<file path="config.mk">
export PLATFORM = sky130hd
export DESIGN_NAME = bwp_protect_map
export DESIGN_NICKNAME = d
export VERILOG_FILES = /design/src/core/bwp_pkg.sv /design/src/core/bwp_protect_map.sv
export SDC_FILE = /design/constraint.sdc
export NUM_CORES = 1
export LEC_CHECK = 0
export BUFFER_PORTS_ARGS = -buffer_cell sky130_fd_sc_hd__clkbuf_2
export CAP_MARGIN = 20
export CELL_PAD_IN_SITES_DETAIL_PLACEMENT = 0
export CELL_PAD_IN_SITES_GLOBAL_PLACEMENT = 1
export CORE_UTILIZATION = 40
export CTS_BUF_LIST = sky130_fd_sc_hd__clkbuf_16
export DETAILED_ROUTE_END_ITERATION = 10
export GPL_TIMING_DRIVEN = 0
export PLACE_DENSITY_LB_ADDON = 0.1
export REMOVE_ABC_BUFFERS = 1
export SLEW_MARGIN = 30
export SYNTH_ARGS = -nofsm -noshare
export SYNTH_HDL_FRONTEND = slang
export SYNTH_SLANG_ARGS = --single-unit
</file>
<file path="constraint.sdc">
create_clock -name pclk -period 2.1 [get_ports pclk]
set_input_delay 0.42 -clock pclk [delete_from_list [all_inputs] [get_ports pclk]]
set_output_delay 0.42 -clock pclk [all_outputs]
set_load 0.01 [all_outputs]
</file>
<file path="src/core/bwp_pkg.sv">
// package for the block write protection map: register offsets, status
// field positions, reset values and the packed carriers shared by files.
// assumes a 32-bit apb register bus and a 24-bit array address space.

package bwp_pkg;

    // -------------------------------------------------------------------
    // register word indices; the byte address is four times the index
    // -------------------------------------------------------------------
    localparam logic [7:0] IDX_STATUS   = 8'h00;
    localparam logic [7:0] IDX_CFG_ONE  = 8'h02;
    localparam logic [7:0] IDX_CFG_TWO  = 8'h03;
    localparam logic [7:0] IDX_INT_CFG  = 8'h04;
    localparam logic [7:0] IDX_ECC_IN   = 8'h05;
    localparam logic [7:0] IDX_ECC_INJ  = 8'h06;
    localparam logic [7:0] IDX_ECC_OUT  = 8'h07;
    localparam logic [7:0] IDX_ECC_CNT  = 8'h08;
    localparam logic [7:0] IDX_FLAG     = 8'h0a;
    localparam logic [7:0] IDX_IDENT    = 8'h30;
    // block-private registers
    localparam logic [7:0] IDX_WEL_CTRL = 8'h40;
    localparam logic [7:0] IDX_ARR_WR   = 8'h41;
    localparam logic [7:0] IDX_ARR_RES  = 8'h42;
    localparam logic [7:0] IDX_PINS     = 8'h43;

    // -------------------------------------------------------------------
    // status field positions and reset values
    // -------------------------------------------------------------------
    localparam int POS_PIN_EN   = 7;
    localparam int POS_SW_SIDE  = 5;
    localparam int POS_CODE_HI  = 4;
    localparam int POS_CODE_LO  = 2;
    localparam int POS_WEL      = 1;
    localparam logic [7:0] STATUS_RST = 8'h00;
    localparam logic [7:0] CFG_RST    = 8'h00;
    localparam logic [7:0] FLAG_READY = 8'h80;

    // array geometry: 64Mb, 23 address bits used of 24
    localparam int ADDR_W       = 24;
    localparam int ARRAY_BITS   = 23;
    localparam int SEC_TOP_BIT  = 7;

    // array write outcome codes
    typedef enum logic [1:0] {
        BWP_RES_NONE  = 2'b00,
        BWP_RES_DONE  = 2'b01,
        BWP_RES_BLOCK = 2'b10,
        BWP_RES_RANGE = 2'b11
    } bwp_res_t;

    // protection pins travel together
    typedef struct packed {
        logic       hw_region_side_select;
        logic       hw_protect_code_bit2;
        logic       hw_protect_code_bit1;
        logic       hw_protect_code_bit0;
        logic       write_protect_n;
    } bwp_pins_t;

    // outcome of one array write attempt
    typedef struct packed {
        logic [ADDR_W-1:0] addr;
        logic [2:0]        section;
        logic              in_section_space;
        bwp_res_t          result;
    } bwp_outcome_t;

endpackage : bwp_pkg

</file>
<file path="src/core/bwp_protect_map.sv">
// block write protection map: apb register slave, status register and the
// array write gate that merges pin and software block protection.
// assumes the pins are synchronous to pclk and undriven pins arrive low.
// assumes the host holds each request steady until pready.
//
// What this block does
// - 64Mb array: address bit 23 must be zero, bits 22..0 select.
// - decode status, config, interrupt, ecc, flag and id register offsets.
// - lowest 256 addresses form eight 32-byte sections numbered 0 to 7.
// - all hardware code pins low gives no hardware protection.
// - any hardware code pin high rejects writes inside its region.
// - hardware side select low puts region at the array top.
// - hardware side select high puts region at address zero.
// - undriven hardware pins count as low, leaving software protection only.
// - top code 001..111 protects upper 1/64 up to whole array.
// - bottom code protects lower 1/64 up to whole array from zero.
// - status bit 7 enables write-protect pin checking, active low pin.
// - status bit 5 picks software side: one bottom, zero top.
// - status bits 4..2 hold software code, reset zero means none.
// - status bit 1 shows write-enable latch, read only, reset zero.
// - status bits 6 and 0 read back as written, no effect.
// - address protected if hardware or software region covers it.
// - software top code maps like hardware code, changeable only while the latch is set and the pin guard is off.
// - latch clear blocks array, status and config writes; pin protect guards status and config.

`timescale 1ns/100ps
`default_nettype none

module bwp_protect_map
    import bwp_pkg::*;
#(
    parameter int unsigned ARRAY_ADDR_BITS = 23  // used array address bits
) (
    input  wire logic        pclk,         // bus clock, 50 MHz
    input  wire logic        presetn,      // async reset, active low
    input  wire logic        psel,         // apb select
    input  wire logic        penable,      // apb access phase
    input  wire logic        pwrite,       // apb direction, high write
    input  wire logic [11:0] paddr,        // apb byte address
    input  wire logic [31:0] pwdata,       // apb write data
    input  wire logic [3:0]  pstrb,        // apb byte strobes
    output logic      [31:0] prdata,       // apb read data
    output logic             pready,       // apb ready
    output logic             pslverr,      // apb error, unmapped address
    input  wire bwp_pins_t   pins,         // protection pins
    output logic             array_write,  // array write accepted, pulse
    output logic [ADDR_W-1:0] array_addr,  // address of accepted write
    output logic [7:0]       array_data    // data of accepted write
);

    // -------------------------------------------------------------------
    // elaboration checks
    // -------------------------------------------------------------------
    if (ARRAY_ADDR_BITS != ARRAY_BITS) begin : g_bad_width
        $error("bwp_protect_map serves only a 23-bit array");
    end
    // the range check reads one spare bit above the used ones
    if (ADDR_W != ARRAY_ADDR_BITS + 1) begin : g_bad_addr
        $error("bwp_protect_map needs a 24-bit array address");
    end

    // -------------------------------------------------------------------
    // protection functions
    // -------------------------------------------------------------------
    // region check shared by the pin code and the software code; a code
    // n protects 1/2^(7-n) of the array, seven means everything
    // a loop over leading bits stands in for two eight-entry tables;
    // top and bottom differ only in the bit value that must match
    function automatic logic in_region(input logic [2:0]  code,
                                       input logic        bottom,
                                       input logic [22:0] a);
        logic [2:0] span;
        logic       hit;
        span = 3'h0;
        hit  = 1'b0;
        if (code == 3'h0) begin
            hit = 1'b0;
        end else if (code == 3'h7) begin
            hit = 1'b1;
        end else begin
            span = 3'h7 - code;  // leading address bits that must match
            hit  = 1'b1;
            for (int i = 0; i < 6; i++) begin
                if (i < int'(span)) begin
                    // top region: leading bits all one, bottom: all zero
                    if (a[22-i] == bottom) begin
                        hit = 1'b0;
                    end
                end
            end
        end
        return hit;
    endfunction

    // byte strobe merge for one 8-bit register in lane 0
    function automatic logic [7:0] merge8(input logic [7:0] old,
                                          input logic [7:0] nw,
                                          input logic       lane);
        return lane ? nw : old;
    endfunction

    // -------------------------------------------------------------------
    // register state
    // -------------------------------------------------------------------
    logic [7:0]  status_q;
    logic [7:0]  cfg_one_q;
    logic [7:0]  cfg_two_q;
    logic [7:0]  int_cfg_q;
    logic [7:0]  ecc_in_q;
    logic [7:0]  ecc_inj_q;
    logic [31:0] prdata_q;
    logic        pready_q;
    logic        pslverr_q;
    logic        arr_wr_q;
    logic [ADDR_W-1:0] arr_addr_q;
    logic [7:0]  arr_data_q;
    bwp_outcome_t outcome_q;
    // ecc output and error count have no storage in this block

    // identity code, value is arbitrary
    localparam logic [31:0] IDENT_VALUE = 32'h5a_2_1_0_1_01;

    // -------------------------------------------------------------------
    // bus decode
    // -------------------------------------------------------------------
    logic [7:0] widx;
    logic       setup;
    logic       wr_go;
    logic       mapped;
    logic       wel;
    logic       pin_guard;
    logic       reg_locked;
    // one aligned word per register; paddr[1:0] are ignored
    assign widx  = paddr[9:2];
    assign setup = psel && !penable;
    // the write lands at the setup edge; pready answers one cycle later
    assign wr_go = setup && pwrite;

    always_comb begin
        unique case (widx)
            IDX_STATUS, IDX_CFG_ONE, IDX_CFG_TWO, IDX_INT_CFG,
            IDX_ECC_IN, IDX_ECC_INJ, IDX_ECC_OUT, IDX_ECC_CNT,
            IDX_FLAG, IDX_IDENT, IDX_WEL_CTRL, IDX_ARR_WR,
            IDX_ARR_RES, IDX_PINS: mapped = (paddr[11:10] == 2'b00);
            default:               mapped = 1'b0;
        endcase
    end

    assign wel       = status_q[POS_WEL];
    assign pin_guard = status_q[POS_PIN_EN] && !pins.write_protect_n;
    assign reg_locked = !wel || pin_guard;

    // -------------------------------------------------------------------
    // array write protection decision
    // -------------------------------------------------------------------
    logic [ADDR_W-1:0] req_addr;
    logic [2:0]        hw_code;
    logic              hw_hit;
    logic              sw_hit;
    logic              range_bad;
    logic              arr_req;
    // the array write word carries the address above the data byte
    assign req_addr = pwdata[31:8];
    assign arr_req  = wr_go && (widx == IDX_ARR_WR) && mapped;
    // pulled-low pins read as zero code, no hardware region
    // pins arrive synchronous to pclk, so no synchroniser is kept
    assign hw_code  = {pins.hw_protect_code_bit2, pins.hw_protect_code_bit1,
                       pins.hw_protect_code_bit0};
    // bit 23 must be clear
    // out of range for this density; reported apart from a block
    assign range_bad = req_addr[ADDR_W-1];
    assign hw_hit = in_region(hw_code, pins.hw_region_side_select,
                              req_addr[22:0]);
    assign sw_hit = in_region(status_q[POS_CODE_HI:POS_CODE_LO],
                              status_q[POS_SW_SIDE], req_addr[22:0]);

    logic arr_ok;
    assign arr_ok = arr_req && wel && !range_bad && !hw_hit && !sw_hit;

    // accepted write pulse, one cycle
    always_ff @(posedge pclk or negedge presetn) begin
        if (!presetn) begin
            arr_wr_q <= 1'b0;
        end else begin
            arr_wr_q <= arr_ok;
        end
    end

    // rejects store nothing
    // levels are taken live at the setup edge, never latched before
    always_ff @(posedge pclk or negedge presetn) begin
        if (!presetn) begin
            arr_addr_q <= '0;
            arr_data_q <= 8'h00;
        end else if (arr_ok) begin
            arr_addr_q <= req_addr;
            arr_data_q <= pwdata[7:0];
        end
    end

    // -------------------------------------------------------------------
    // array write outcome
    // -------------------------------------------------------------------
    // outcome of the last attempt, with section number for low addresses
    always_ff @(posedge pclk or negedge presetn) begin
        if (!presetn) begin
            outcome_q <= '0;
        end else if (arr_req) begin
            outcome_q.addr <= req_addr;
            // 32-byte sections in the lowest 256 addresses
            outcome_q.section <= req_addr[SEC_TOP_BIT:5];
            outcome_q.in_section_space <= (req_addr[23:8] == 16'h0000);
            if (range_bad) begin
                outcome_q.result <= BWP_RES_RANGE;
            end else if (!wel || hw_hit || sw_hit) begin
                outcome_q.result <= BWP_RES_BLOCK;
            end else begin
                outcome_q.result <= BWP_RES_DONE;
            end
        end
    end

    // -------------------------------------------------------------------
    // status register and latch
    // -------------------------------------------------------------------
    // latch read only here
    // locked writes drop
    // the latch moves only through its private control word, which stays
    // writable so software can always recover from a cleared latch
    // bit 1 keeps the latch; every other bit is taken as written
    always_ff @(posedge pclk or negedge presetn) begin
        if (!presetn) begin
            status_q <= STATUS_RST;
        end else if (wr_go && mapped && pstrb[0]) begin
            if (widx == IDX_WEL_CTRL) begin
                status_q[POS_WEL] <= pwdata[0];
            end else if (widx == IDX_STATUS && !reg_locked) begin
                status_q <= {pwdata[7:2], status_q[POS_WEL], pwdata[0]};
            end
        end
    end

    // -------------------------------------------------------------------
    // configuration group
    // -------------------------------------------------------------------
    // same lock as status
    logic cfg_go;
    assign cfg_go = wr_go && mapped && !reg_locked;

    // config one
    always_ff @(posedge pclk or negedge presetn) begin
        if (!presetn) begin
            cfg_one_q <= CFG_RST;
        end else if (cfg_go && widx == IDX_CFG_ONE) begin
            cfg_one_q <= merge8(cfg_one_q, pwdata[7:0], pstrb[0]);
        end
    end

    // config two
    always_ff @(posedge pclk or negedge presetn) begin
        if (!presetn) begin
            cfg_two_q <= CFG_RST;
        end else if (cfg_go && widx == IDX_CFG_TWO) begin
            cfg_two_q <= merge8(cfg_two_q, pwdata[7:0], pstrb[0]);
        end
    end

    // interrupt config
    always_ff @(posedge pclk or negedge presetn) begin
        if (!presetn) begin
            int_cfg_q <= CFG_RST;
        end else if (cfg_go && widx == IDX_INT_CFG) begin
            int_cfg_q <= merge8(int_cfg_q, pwdata[7:0], pstrb[0]);
        end
    end

    // ecc test input
    always_ff @(posedge pclk or negedge presetn) begin
        if (!presetn) begin
            ecc_in_q <= CFG_RST;
        end else if (cfg_go && widx == IDX_ECC_IN) begin
            ecc_in_q <= merge8(ecc_in_q, pwdata[7:0], pstrb[0]);
        end
    end

    // ecc error injection
    always_ff @(posedge pclk or negedge presetn) begin
        if (!presetn) begin
            ecc_inj_q <= CFG_RST;
        end else if (cfg_go && widx == IDX_ECC_INJ) begin
            ecc_inj_q <= merge8(ecc_inj_q, pwdata[7:0], pstrb[0]);
        end
    end

    // -------------------------------------------------------------------
    // read mux and bus answer
    // -------------------------------------------------------------------
    logic [31:0] rd_val;
    // ecc engine lives elsewhere; its outputs read as zero here
    // unmapped words read zero
    always_comb begin
        rd_val = 32'h0000_0000;
        unique case (widx)
            IDX_STATUS:   rd_val = {24'h0, status_q};
            IDX_CFG_ONE:  rd_val = {24'h0, cfg_one_q};
            IDX_CFG_TWO:  rd_val = {24'h0, cfg_two_q};
            IDX_INT_CFG:  rd_val = {24'h0, int_cfg_q};
            IDX_ECC_IN:   rd_val = {24'h0, ecc_in_q};
            IDX_ECC_INJ:  rd_val = {24'h0, ecc_inj_q};
            IDX_FLAG:     rd_val = {24'h0, FLAG_READY};
            IDX_IDENT:    rd_val = IDENT_VALUE;
            IDX_WEL_CTRL: rd_val = {31'h0, wel};
            IDX_ARR_RES:  rd_val = {2'b00, outcome_q};
            IDX_PINS:     rd_val = {27'h0, pins};
            default:      rd_val = 32'h0000_0000;
        endcase
        if (!mapped) begin
            rd_val = 32'h0000_0000;
        end
    end

    // no wait state: answer in the first access cycle after every setup;
    // a fixed latency keeps the slave free of any wait counter
    // unmapped answers error
    always_ff @(posedge pclk or negedge presetn) begin
        if (!presetn) begin
            pready_q  <= 1'b0;
            pslverr_q <= 1'b0;
        end else begin
            pready_q  <= setup;
            pslverr_q <= setup && !mapped;
        end
    end

    // read data captured in setup, held through the access cycle
    always_ff @(posedge pclk or negedge presetn) begin
        if (!presetn) begin
            prdata_q <= 32'h0000_0000;
        end else if (setup && !pwrite) begin
            prdata_q <= rd_val;
        end
    end

    // -------------------------------------------------------------------
    // outputs
    // -------------------------------------------------------------------
    // each port copies a flip-flop, so no decode glitch reaches a pin
    assign prdata      = prdata_q;
    assign pready      = pready_q;
    assign pslverr     = pslverr_q;
    assign array_write = arr_wr_q;
    assign array_addr  = arr_addr_q;
    assign array_data  = arr_data_q;

endmodule // bwp_protect_map

`default_nettype wire

</file>
; ---- Word level (Yosys, flattened, before mapping)
; Cells that the tools add are included.
[classes]
add_sub_neg = 2
magnitude_cmp = 12
eq_ne = 27
n_mux = 40
n_bitwise = 1
n_reduce_logical = 45
[ops]
columns = cell, count
row1 = $pmux W31 S11, 1
row2 = $mux W1, 36
row3 = $eq A8 B3 Y1 const B, 4
row4 = $eq A8 B7 Y1 const B, 4
row5 = $mux W32, 1
row6 = $logic_and A1 B1 Y1, 20
row7 = $eq A8 B2 Y1 const B, 2
row8 = $eq A8 B4 Y1 const B, 2
row9 = $logic_not A16 Y1, 1
row10 = $reduce_or A14 Y1, 1
row11 = $eq A1 B1 Y1, 12
row12 = $lt A1 B3 Y1 const A, 4
row13 = $lt A2 B3 Y1 const A, 4
row14 = $lt A3 B3 Y1 const A, 4
row15 = $reduce_and A2 Y1, 6
row16 = $logic_not A1 Y1, 9
row17 = $eq A8 B6 Y1 const B, 1
row18 = $logic_not A8 Y1, 1
row19 = $eq A3 B3 Y1 const B, 2
row20 = $logic_not A3 Y1, 2
row21 = $sub A3 B3 Y3 const A, 2
row22 = $mux W2, 2
row23 = $logic_or A1 B1 Y1, 3
row24 = $reduce_and A3 Y1, 1
row25 = other kinds (2), 2
[totals]
register_bits = 145
inputBits = 58

; ---- Logic depth before layout (Yosys ltp)
; Gate-level depths: netlist of run 1.
[logic_depth]
ltp_word = 23
depth_mapped = 9
ltp_nobuf = 6

; ---- Worst setup path before layout of run 1
; OpenSTA, ideal clock, no wires.
[synth_path]
path_type = input-to-reg
from = input pwdata[26]
to = register arr_addr_q[0], in the netlist array_addr[0]
setup_time_ps = 125
arrival_time_ps = 2189
t_required_ps = 1975
setup_slack_ps = -214
cell_stages = 9
n_path_buf = 3
cell_sequence = buf_4 -> a21bo_1 -> nand3_1 -> or4b_1 -> a32oi_2 -> and3b_1 -> buf_6 -> buf_12 -> mux2_4
[synth_between]
elab_chain_len = 10
word_cells_on_any_way = 18
[synth_rtl]
columns = element, line_no
row1 = start: declaration, bwp_protect_map.sv:40  ; input wire logic [31:0] pwdata,
row2 = $eq A1 B1 Y1, bwp_protect_map.sv:86  ; if (a[22-i] == bottom) begin
row3 = $mux W1, bwp_protect_map.sv:86
row4 = $mux W1, bwp_protect_map.sv:84  ; if (i < int'(span)) begin
row5 = $mux W1, bwp_protect_map.sv:86
row6 = $mux W1, bwp_protect_map.sv:84
row7 = $mux W1, bwp_protect_map.sv:78  ; end else if (code == 3'h7) begin
row8 = $mux W1, bwp_protect_map.sv:76  ; if (code == 3'h0) begin
row9 = $logic_not A1 Y1, bwp_protect_map.sv:178  ; assign arr_ok = arr_req && wel && !range_bad && !hw_hit && !sw_hit;
row10 = $logic_and A1 B1 Y1, bwp_protect_map.sv:178
row11 = $logic_and A1 B1 Y1 *, bwp_protect_map.sv:178
row12 = end signal: assignment, bwp_protect_map.sv:196  ; arr_addr_q <= req_addr;
row13 = end: declaration, bwp_protect_map.sv:115  ; logic [ADDR_W-1:0] arr_addr_q;
; Mark *: on every way between the ends. The rest lies on a longest branch, timed or not.
; A chain may end at the register's enable or synchronous reset.

; ---- Worst setup path after layout of run 1
[layout_path]
from = input pwdata[29]
to = register arr_addr_q[1], in the netlist array_addr[1]
[layout_between]
elab_chain_len = 18
word_cells_on_any_way = 34
[layout_rtl]
columns = element, line_no
row1 = $eq A1 B1 Y1, bwp_protect_map.sv:86
row2 = $mux W1, bwp_protect_map.sv:86
row3 = $mux W1, bwp_protect_map.sv:84
row4 = $mux W1, bwp_protect_map.sv:78
row5 = $mux W1, bwp_protect_map.sv:76
row6 = $mux W1, bwp_protect_map.sv:86
row7 = $mux W1, bwp_protect_map.sv:84
row8 = $mux W1, bwp_protect_map.sv:86
row9 = [... 2 more ...], --
row10 = $mux W1, bwp_protect_map.sv:84
row11 = $mux W1, bwp_protect_map.sv:86
row12 = $mux W1, bwp_protect_map.sv:84
row13 = $mux W1, bwp_protect_map.sv:78
row14 = $mux W1, bwp_protect_map.sv:76
row15 = $logic_not A1 Y1, bwp_protect_map.sv:178
row16 = $logic_and A1 B1 Y1, bwp_protect_map.sv:178
row17 = $logic_and A1 B1 Y1 *, bwp_protect_map.sv:178
; Mark *: on every way between the ends. The rest lies on a longest branch, timed or not. The select of a mux whose other input is x is not followed.

==> results.txt, run 1 <==
- Result of the run: finished with violations
- The checks that failed: setup timing.
- Logic pwr share: ~5.0%
- Data arrival, critical path: 2470 ps
- The worst path uses 103% of the clock period.
- The clock passes through at most 2 buffers.
- Sequential standard cell area: ~0.0035 mm2
- The placed instances occupy a cell area of between 0.007 and 0.008 mm2.
* Synth Instances: around 490
- Worst-case headroom to the max-slew limit: a little over three fifths
* Hold violation count in the final report: 0
* Antenna diodes: 0
- Cells along the critical path: clkbuf_2, nand4_1, nor3_1, or4b_4, a32oi_2, and3b_4, buf_12, clkbuf_16, mux2_4
- In the final layout, the multi-input gates occupy 0.00281 mm2.
- After detailed routing, the met2 layer carries just over 8000 um of wire.
- CP Launch Type: primary input
* Fraction of final layout cells sized beyond drive strength 1: about 48%
- In the synthesized netlist the dominant register cell turns out to be sky130_fd_sc_hd__dfrtp_1.
* Sequential fraction of the synthesis area: 54.7%
- Transition time at the pin with the least slew margin: 550 ps
- Per report_power, the clock group accounts for 48.6% of the total.
- Setup repair after global routing missed its margin: yes
- Number of antenna violations at the first check in global routing: 0
- On the critical path the largest part of the delay comes from simple AND/OR/NAND/NOR gates.
- In this run the number of cells on the critical path is 9.
- Yosys printed 0 warnings.
- The worst hold path passes through 2 cells.
- In this run the worst path has a maximum fanout of 7.
* Leading cell types in the layout, fill and taps excluded: sky130_fd_sc_hd__dfrtp_1, sky130_fd_sc_hd__clkbuf_2, sky130_fd_sc_hd__mux2_2, sky130_fd_sc_hd__mux2_4, sky130_fd_sc_hd__nor2_1
- Per report_power, the sequential group accounts for between 40% and 50% of the total.
* Clk pin slew, worst setup/hold paths: ~60 ps
- Count of standard-cell rows: between 40 and 50
- Proportion of register bits with asynchronous set or reset after synthesis: between 90% and 100%
* Maximum clock skew at final layout: between 4 and 5 ps
* Number of nets with antenna violations after routing: 0
- Class of the tightest hold or removal check: primary input to flip-flop
* Final number of setup-violating endpoints: 17
- After detailed routing, the number of remaining DRC violations is 0.
- Reported max-cap violation count: 0
* Max FFs per register: 31
- In the final timing run, aggregate negative setup slack is -931 ps.
- The wire-length estimate of the detail-placed layout is ~11000 um.
- Critical register-to-register path startpoint: status_q[1]$_DFFE_PN0P_
- Clock latency on the worst-skew pair, taken at its later pin, is 420 ps.
- Uppermost routed layer: met4
- Port buffering added roughly 120 buffers.
- Switching power as a share of total power: a little under a quarter
* Core box area: around 0.016 mm2
* Synth top area share: a little over half
* Final instance area: between 0.008 and 0.009 mm2
- The detailed router finished its first iteration with 262 violations.
- #FFs+latches synth: 141
- Post-synth EDFFs: 0
- Global routing used about a fifth of the available tracks.
- The worst setup path is of the primary input to flip-flop kind.
- Launch point of the worst path: pwdata[29]
- For the worst setup path, the data required time is between 2000 and 2500 ps.
- The H-tree generated during clock tree synthesis spans 4 levels.
- Commonest non-fill, non-tap cell in the layout: sky130_fd_sc_hd__dfrtp_1
- Total number of vias: 4600
- Routed wire length on met3: between 600 and 700 um
- Dividing the synthesized area by the synthesized cell count gives between 10 and 15 um2.
* Average wire per standard cell: approximately 20 um
* Area added between synthesis and finish: 26.4%
- After detailed routing, the wire length on met1 is about 7700 um.
- Global placement routability congestion: 0.809
- Number of global-route vias before repair: between 4000 and 5000
- Leading post-synthesis cells by cell area: sky130_fd_sc_hd__dfrtp_1, sky130_fd_sc_hd__mux2_2, sky130_fd_sc_hd__mux2_4
- Starting utilization of the core area: approximately two fifths
* Critical path's slowest cell: sky130_fd_sc_hd__or4b_4
- Library cells used by synthesis: 65
* Critical Path End Type: flip-flop
- The number of buffers and inverters on the critical path is 3.
- The die covers 0.0166 mm2.
- Final Routed Wirelength: between 15000 and 20000 um
* Number of slew-limit violations in the final report: 0
- The total overflow left after global routing is 0.
- Post-DR vias/cell: ~5.4
- Summed over all nets, the switching power comes to between 1 and 1.5 mW.
* Width of the die: roughly 130 um
- Counting the buffers created by CTS gives 17.
- Max VDD drop: about 0.56 mV
* Standby leakage power: between 3 and 4 nW
- Cell internal power was estimated by the tool at approximately 4.5 mW.
- Post-route setup slack: -68.1 ps
- The synthesized design spends more area on one cell type than any other, namely sky130_fd_sc_hd__dfrtp_1.
* Number of sinks driven by the clock tree: between 100 and 150
* CTS tree: built
- Net count of the finished layout: ~690
- Hold wc startpoint: penable
- For this design the ratio of total power to cell area is 719 mW/mm2.
- After synthesis the cells add up to roughly 0.0065 mm2.
- The pre-antenna-repair detailed-routing pass consisted of 4 iterations.
- Vertical die dimension: between 100 and 150 um
- Measured in cells, the most critical reg-to-reg path has a length of 7.
- After filler insertion, the fill cell instance count of the layout stands at around 1400.
- Static timing analysis puts the maximum clock frequency at about 460 MHz.
* Clock period minus worst slack: approximately 2200 ps
* Max stage delay on crit path: approximately 500 ps
- Pin placement for this block handled about 130 I/O pins.
- First-pass GRT wire length: between 20000 and 30000 um
- The cell sitting at the root of the clock tree is a sky130_fd_sc_hd__clkbuf_16.
* Worst slack, placed: -1110 ps
- Maximum number of pins on one net before global-route repair: slightly above 80
through the flow:
stage	power [mW]	utilization [%]	instances	hold slack [ps]
after global placement	3.03	45.1	801	466
after detailed placement	3.05	45.8	806	439
final	5.86	51.5	856	206
after CTS	5.92	51.0	849	190
after floorplan	2.84	-	467	124
after global routing	6.07	51.5	856	215
layer usage:
metal	global-route usage (%)	vias up
li1	-	2107
met1	28.2	2332
met2	33.8	140
met3	4.00	21
met4	8.44	0
met5	0	-
cell type report:
type                            count  share of cell area (%)
Sequential cell                   141                    43.3
Multi-Input combinational cell    319                    34.5
Timing Repair Buffer              142                    11.7
Clock buffer                       17                    5.21
Tap cell                          216                    3.31
Clock inverter                     14                    1.60
Inverter                            7                   0.383
cells in the mapped netlist, types with 3 or more instances:
cell	n
sky130_fd_sc_hd__mux2_2	76
sky130_fd_sc_hd__nor3_4	5
sky130_fd_sc_hd__a22o_1	16
sky130_fd_sc_hd__mux2i_1	10
sky130_fd_sc_hd__or3_1	3
sky130_fd_sc_hd__nor2b_1	7
sky130_fd_sc_hd__inv_1	6
sky130_fd_sc_hd__o21ai_0	16
sky130_fd_sc_hd__buf_1	3
sky130_fd_sc_hd__nor2_2	4
sky130_fd_sc_hd__clkbuf_1	8
sky130_fd_sc_hd__a22oi_1	4
sky130_fd_sc_hd__a221o_1	7
sky130_fd_sc_hd__nand2_1	20
sky130_fd_sc_hd__a31oi_1	3
sky130_fd_sc_hd__nand4_1	3
sky130_fd_sc_hd__a21oi_1	17
sky130_fd_sc_hd__nand3_1	14
sky130_fd_sc_hd__nor4_1	5
sky130_fd_sc_hd__buf_12	3
sky130_fd_sc_hd__buf_2	7
sky130_fd_sc_hd__nand2b_1	3
sky130_fd_sc_hd__mux2_4	28
sky130_fd_sc_hd__a21o_1	3
sky130_fd_sc_hd__dfrtp_1	141
sky130_fd_sc_hd__a221oi_1	4
sky130_fd_sc_hd__nor2_1	24
cell families (layout without fill, tap and decap cells):
kind of cell / after synthesis / count (layout) / share of synthesized area [%]
compound gates: 96 / 96 / 11.1
buf+inv: 32 / 180 / 3.10
flops: 141 / 141 / 54.7
mux: 114 / 114 / 21.3
other cells: 1 / 1 / 0.0581
simple gates: 108 / 108 / 9.77
power by group through the flow:
| stage | clock network [mW] | registers, mW | logic, mW |
|---|---|---|---|
| after floorplan | 0 | 2.77 | 0.0635 |
| after global routing | 3.03 | 2.72 | 0.322 |
| after detailed placement | 0 | 2.77 | 0.279 |
| after global placement | 0 | 2.77 | 0.260 |
| final | 2.85 | 2.72 | 0.291 |
| after CTS | 2.91 | 2.72 | 0.290 |
timing repair:
item | CTS | global route
setup buffers | 9 | 8
endpoints found under the setup margin | 136 | 56
hold endpoints to repair | 19 | 0
pin swaps | 4 | 6
hold buffers | 1 | 0
resized for setup | 23 | 14
gates cloned | 2 | 1
final timing paths:
path                                        endpoint  slack, ps
max in group asynchronous    status_q[1]$_DFFE_PN0P_        740
max                        array_addr[1]$_DFFE_PN0P_        -70
max reg2reg                array_addr[1]$_DFFE_PN0P_        -40
min                                 pready$_DFF_PN0_        210
min in group asynchronous  array_addr[4]$_DFFE_PN0P_        560
min reg2reg                    prdata[1]$_DFFE_PN0P_        480
Note: power is estimated with default switching activity, not from simulation.
==> run 2, diff against run 1 <==
Settings changed: CORE_UTILIZATION 40 to 48.
Clock period 2.1 ns to 2.8 ns, I/O delays scaled along.
==> results.txt, run 2 (same netlist as run 1, synthesis figures left out) <==
- CTS max path bufs: 2 (unchanged)
* Switching power: 0.948 mW (-29%)
- The portion of total power attributed to the clock network was 45.7% (-2.9 points).
- The number of placement rows was 41 (-11%).
- The clock-pin slew of the registers on the worst-case setup and hold paths came to 60 ps (about the same).
- STA classifies the critical path endpoint as a flip-flop.
- Commonest non-fill, non-tap cell in the layout: sky130_fd_sc_hd__dfrtp_1
- Postcts setup bufs: 0 (-9)
- Width of the die: 118 um (-8.6%)
- Number of slew-limit violations in the final report: 0 (unchanged)
- Number of global-route vias before repair: 4670 (+3.1%)
* Worst-case headroom to the max-slew limit: 44.6% (-18 points)
- Type of the worst setup path: primary input to flip-flop
* Clock period minus worst slack: about 2700 ps
- The largest net degree at the start of global routing was 79 (-2.5%).
* Drt pass-1 iters: 4 (unchanged)
- Of the available clock period, the critical path in the final layout requires 95.5%.
- Static timing analysis puts the maximum clock frequency at between 300 and 400 MHz.
- The static leakage came to 3.81 nW (-4.2%).
- The count of vias placed by the detailed router came to 4461 (-3.0%).
- Die Outline Area: 0.0139 mm2 (-16%)
- Logic pwr share: 4.8% (-0.2 points)
* Hold violation count in the final report: 0 (unchanged)
- The half-perimeter wire length after detailed placement came to 10300 um (-6.4%).
* Area added between synthesis and finish: 18.9%
- I/O pin count: 125 (unchanged)
- Hold-fix buffers, CTS: 0 (-1)
- Class of the tightest hold or removal check: primary input to async pin
* Global placement routability congestion: 0.839 (+3.7%)
- The share of final-layout standard cells stronger than drive strength 1 was 43.7% (-3.8 points).
- Transition time at the pin with the least slew margin: 831 ps (+281 ps)
- CTS buffer count: 17 (unchanged)
- Max FFs per register: 31 (unchanged)
* Post-DR vias/cell: 5.63 (+4.8%)
- Clock network latency to the later pin of the worst-skew pair: 420 ps (about the same)
* Data arrival, critical path: 2980 ps (+510 ps)
- The final global-route overflow total is 0 (unchanged).
* CTS tree: built
- Average wire per standard cell: 18.7 um (-4.6%)
- Max VDD drop: 0.383 mV (-31%)
* Sequential share of power: 49.4% (+2.9 points)
- The floorplan core area was 0.0129 mm2 (-19%).
- Largest driver fanout on the critical path: 35 (+28)
- The wire length of the first global-routing pass is 25000 um (-2.9%).
- The worst path required time is 3100 ps (+700 ps).
- The sum of negative setup slack was 0 ps (+931 ps).
* Clock Root Buffer: sky130_fd_sc_hd__clkbuf_16
- Setup repair after global routing missed its margin: no
* H-tree depth: 4 (unchanged)
- The internal power consumption came to 3.19 mW (-30%).
* Net count of the finished layout: 666 (-2.9%)
- The run finished with clean final reports.
- Overall track demand over capacity in global routing: 23.4% (+2.4 points)
- The proportion of total power due to net switching came to 22.9% (+0.12 points).
- The diode insertion count for antenna repair came to 0 (unchanged).
- The remaining antenna violation count after routing was 0 (unchanged).
- The count of placed standard cells including taps was 761 (-5.6%).
- CP Launch Type: primary input
- Non-filler instance count after layout: 792 (-7.5%)
- The number of clock sinks seen by CTS is 141 (unchanged).
- In the layout the commonest cells are sky130_fd_sc_hd__dfrtp_1, sky130_fd_sc_hd__clkbuf_2, sky130_fd_sc_hd__mux2_2, sky130_fd_sc_hd__mux2_4, sky130_fd_sc_hd__nor2_1.
- The number of gates given a new drive strength after cts is 2 (-91%).
* Count of port buffers added during placement: 118 (unchanged)
- Starting utilization of the core area: 50.1% (+9.3 points)
- The final routed wirelength across all metal layers came to 14800 um (-12%).
* Vertical die dimension: 118 um (-8.6%)
- The clock skew came to 8.92 ps (+4.28 ps).
* Residual DRC: 0 (unchanged)
- The initial detailed-routing violation count came to 327 (+25%).
- The total power per unit cell area came to 539 mW/mm2 (-25%).
* Reported max-cap violation count: 0 (unchanged)
- Final number of setup-violating endpoints: 0 (-17)
- Number of antenna violations at the first check in global routing: 0 (unchanged)
run 2: changes by cell type in the layout (fill, tap and decap cells not counted), sizes merged:
cell / previous run / this run
clkinv: 6 / 9
buf: 25 / 6
bufinv: 2 / 0
clkinvlp: 4 / 2
dlygate4sd3: 1 / 0
inv: 9 / 10
run 2: critical path, cell delays in order:
cell and delay [ps]:
sky130_fd_sc_hd__buf_2 630, sky130_fd_sc_hd__nand2_1 350, sky130_fd_sc_hd__nor3_4 360, sky130_fd_sc_hd__and3b_4 450, sky130_fd_sc_hd__buf_12 250, sky130_fd_sc_hd__mux2_2 350
run 2: power by group through the flow:
stage               clock [mW]  sequential (mW)  combinational, mW
CTS                       1.93             2.04              0.204
finish                    1.89             2.04              0.200
global route              2.04             2.04              0.225
detailed placement           0             2.08              0.203
floorplan                    0             2.08             0.0476
global placement             0             2.08              0.192
run 2: worst paths after layout:
| check | startpoint | end | slack, ps | depth (start not counted) |
|---|---|---|---|---|
| worst max register to register | status_q[1]$_DFFE_PN0P_ | array_addr[22]$_DFFE_PN0P_ | 390 | 6 |
| min in group pclk | penable | pready$_DFF_PN0_ | 350 | 2 |
| worst min-delay path | presetn | prdata[18]$_DFFE_PN0P_ | 120 | 1 |
| worst min register to register | prdata[1]$_DFFE_PN0P_ | prdata[1]$_DFFE_PN0P_ | 480 | 1 |
| max in group asynchronous | presetn | outcome_q[0]$_DFFE_PN0P_ | 1940 | 2 |
| worst max-delay path | paddr[2] | array_addr[22]$_DFFE_PN0P_ | 120 | 6 |
run 2: cell type report:
class	instances	area (um2)
Clock inverter	14	66.3
Multi-Input combinational cell	319	2740
Tap cell	172	215
Inverter	7	27.5
Clock buffer	17	425
Fill cell	1075	5200
Timing Repair Buffer	122	673
Sequential cell	141	3530
run 2: per-layer routing:
metal,GRT usage (%),vias to the layer above,routed length (um),part of all wire [%]
met2,36.8,119,7270,49
met4,9.62,0,253,1.7
met5,0,-,0,0
met1,31.1,2266,6530,44
li1,-,2055,-,-
met3,5.67,21,729,4.9
run 2: through the flow:
step                util [%]  total power [mW]  cell area [um2]  hold WS [ps]  setup slack, ps
floorplan                  -              2.13             6280           264             -881
global placement        55.0              2.27             7090           465            -2520
detailed placement      55.7              2.28             7170           473             -539
CTS                     59.6              4.18             7670           134             51.2
global route            59.6              4.31             7670           151             15.7
finish                  59.6              4.14             7670           118              125
==> run 3, diff against run 2 <==
Settings changed: CTS_BUF_LIST sky130_fd_sc_hd__clkbuf_16 to default.
==> results.txt, run 3 (same netlist as run 1, synthesis figures left out) <==
- The largest net degree at the start of global routing was 79 (unchanged).
* Pwr Density: 550 mW/mm2 (+2.0%)
- The tightest slew margin relative to the limit came to 45.4% (+0.83 points).
- Setup repair after global routing left no endpoint under its margin.
* Drt pass-1 iters: 4 (unchanged)
- The sum of negative setup slack is 0 ps (unchanged).
- The final clock period utilization by the worst path is 95.2% (-0.32 points).
- Clock network latency to the later pin of the worst-skew pair: 420 ps (about the same)
* Share of the core filled with cells: 59.8% (+0.23 points)
- The average detailed-routed wire length per instance came to 18.8 um (+0.72%).
- Routed length on met2: 7370 um (+1.5%)
- Width of the die: 118 um (unchanged)
- The half-perimeter wire length after detailed placement came to 10300 um (unchanged).
- Vertical die dimension: 118 um (unchanged)
* Uppermost routed layer: met4
- Residual DRC: 0 (unchanged)
* Critical path's slowest cell: sky130_fd_sc_hd__buf_2
- Required time at the endpoint of the critical path: 3110 ps (about the same)
* CTS tree: built
* Standby leakage power: 3.81 nW (about the same)
- Cells along the critical path: buf_2, nand2_1, nor3_4, and3b_4, buf_12, mux2_2
* Clock period minus worst slack: 2670 ps (-8.84 ps)
* Final number of setup-violating endpoints: 0 (unchanged)
* R2r setup slk: 390 ps (about the same)
- The delay contributed by the slowest stage of the critical path is 620 ps (about the same).
* Count of port buffers added during placement: 118 (unchanged)
- Max VDD drop: 0.388 mV (+1.2%)
- Class of the tightest hold or removal check: primary input to async pin
* Result of the run: finished, final reports clean
- The maximum clock rate is 375 MHz (+0.33%).
- Critical path's top delay family: simple AND/OR/NAND/NOR gates
- H-tree depth: 4 (unchanged)
- CTS buffer count: 17 (unchanged)
- Clock Root Buffer: sky130_fd_sc_hd__clkbuf_16
* Number of sinks driven by the clock tree: 141 (unchanged)
- R2R cell count: 6 (unchanged)
* Resized cells post-CTS: 2 (unchanged)
- Global placement routability congestion: 0.839 (unchanged)
* Number of nets with antenna violations after routing: 0 (unchanged)
* Number of global-route vias before repair: 4678 (+0.17%)
* Largest driver fanout on the critical path: 35 (unchanged)
- Type of the worst setup path: primary input to flip-flop
- The diode insertion count for antenna repair came to 0 (unchanged).
- Core box area: 0.0129 mm2 (unchanged)
- The cts-stage hold buffer count was 0 (unchanged).
* Number of antenna violations at the first check in global routing: 0 (unchanged)
- Hold violation count in the final report: 0 (unchanged)
* Final Total Pwr: 4.24 mW (+2.4%)
- Fraction of final layout cells sized beyond drive strength 1: 44.2% (+0.48 points)
- Transition time at the pin with the least slew margin: 819 ps (-12.4 ps)
- The initial detailed-routing violation count came to 349 (+6.7%).
- Number of slew-limit violations in the final report: 0 (unchanged)
* Commonest non-fill, non-tap cell in the layout: sky130_fd_sc_hd__dfrtp_1
- The final routed wirelength across all metal layers came to 14900 um (+0.72%).
- The clock skew is 7.07 ps (-1.84 ps).
- STA classifies the critical path endpoint as a flip-flop.
- CTS max path bufs: 2 (unchanged)
- Count of standard-cell rows: 41 (unchanged)
* First-pass GRT wire length: 25100 um (+0.22%)
- Postcts setup bufs: 0 (unchanged)
* Net count of the finished layout: 666 (unchanged)
- I/O pin count: 125 (unchanged)
- The arrival time of the worst setup path came to 2970 ps (about the same).
* Overall track demand over capacity in global routing: 23.5% (+0.053 points)
* Wire length the detailed router placed on met1: 6600 um (+1.0%)
- The count of vias placed by the detailed router is 4480 (+0.43%).
* Leading cell types in the layout, fill and taps excluded: sky130_fd_sc_hd__dfrtp_1, sky130_fd_sc_hd__clkbuf_2, sky130_fd_sc_hd__mux2_2, sky130_fd_sc_hd__mux2_4, sky130_fd_sc_hd__nor2_1
* Area added between synthesis and finish: 19.4%
- Starting utilization of the core area: 50.1% (unchanged)
* Die Outline Area: 0.0139 mm2 (unchanged)
- Post-DR vias/cell: 5.66 (+0.43%)
- The worst setup path is launched from a primary input.
- Critical path depth in cells: 6 (unchanged)
* Overflow left after global routing: 0 (unchanged)
* Reported max-cap violation count: 0 (unchanged)
* Routed wire length on met3: 679 um (-6.9%)
* Max FFs per register: 31 (unchanged)
- The clock-pin slew of the registers on the worst-case setup and hold paths came to 60 ps (about the same).
- CP Buf/Inv Count: 2 (unchanged)
run 3: worst reg2reg max path, cell delays in order, from the launching register on:
cell and delay, ps:
sky130_fd_sc_hd__dfrtp_1 450, sky130_fd_sc_hd__inv_1 80, sky130_fd_sc_hd__or4b_1 480, sky130_fd_sc_hd__a32oi_2 240, sky130_fd_sc_hd__and3b_4 440, sky130_fd_sc_hd__buf_12 250, sky130_fd_sc_hd__mux2_2 370
run 3: stage by stage:
step           setup slack, ps  std cells  area [um2]  hold WS [ps]
2_1_floorplan             -881        467        6280           264
3_3_place_gp             -2520        757        7090           465
3_5_place_dp              -539        761        7170           473
4_1_cts                   52.0        792        7700           134
5_1_grt                   16.5        792        7700           151
6_report                   134        792        7700           115
run 3: cell type report:
cell class,count,area (um2)
fill,1068,5170
sequential,141,3530
multi-input combinational,319,2740
timing repair buffer,122,673
clock buffer,24,482
tap,172,215
clock inverter,7,40.0
inverter,7,27.5
run 3: routing by layer:
layer,vias to the layer above,GRT usage (%)
li1,2048,-
met1,2294,31.0
met2,120,37.0
met3,18,5.72
met4,0,9.62
met5,-,0
run 3: path summary, 6_finish.rpt:
check / from / to
min in group pclk: penable / pready$_DFF_PN0_
max in group asynchronous: presetn / outcome_q[0]$_DFFE_PN0P_
worst max-delay path: paddr[2] / array_addr[22]$_DFFE_PN0P_
worst min-delay path: presetn / prdata[18]$_DFFE_PN0P_
worst max register to register: status_q[1]$_DFFE_PN0P_ / array_addr[22]$_DFFE_PN0P_
worst min register to register: prdata[1]$_DFFE_PN0P_ / prdata[1]$_DFFE_PN0P_
run 3: power breakdown:
group          switching [mW]  leakage (nW)  internal [mW]
clock                   0.804         0.256           1.19
sequential            0.00169          1.96           2.04
combinational           0.144          1.59         0.0568
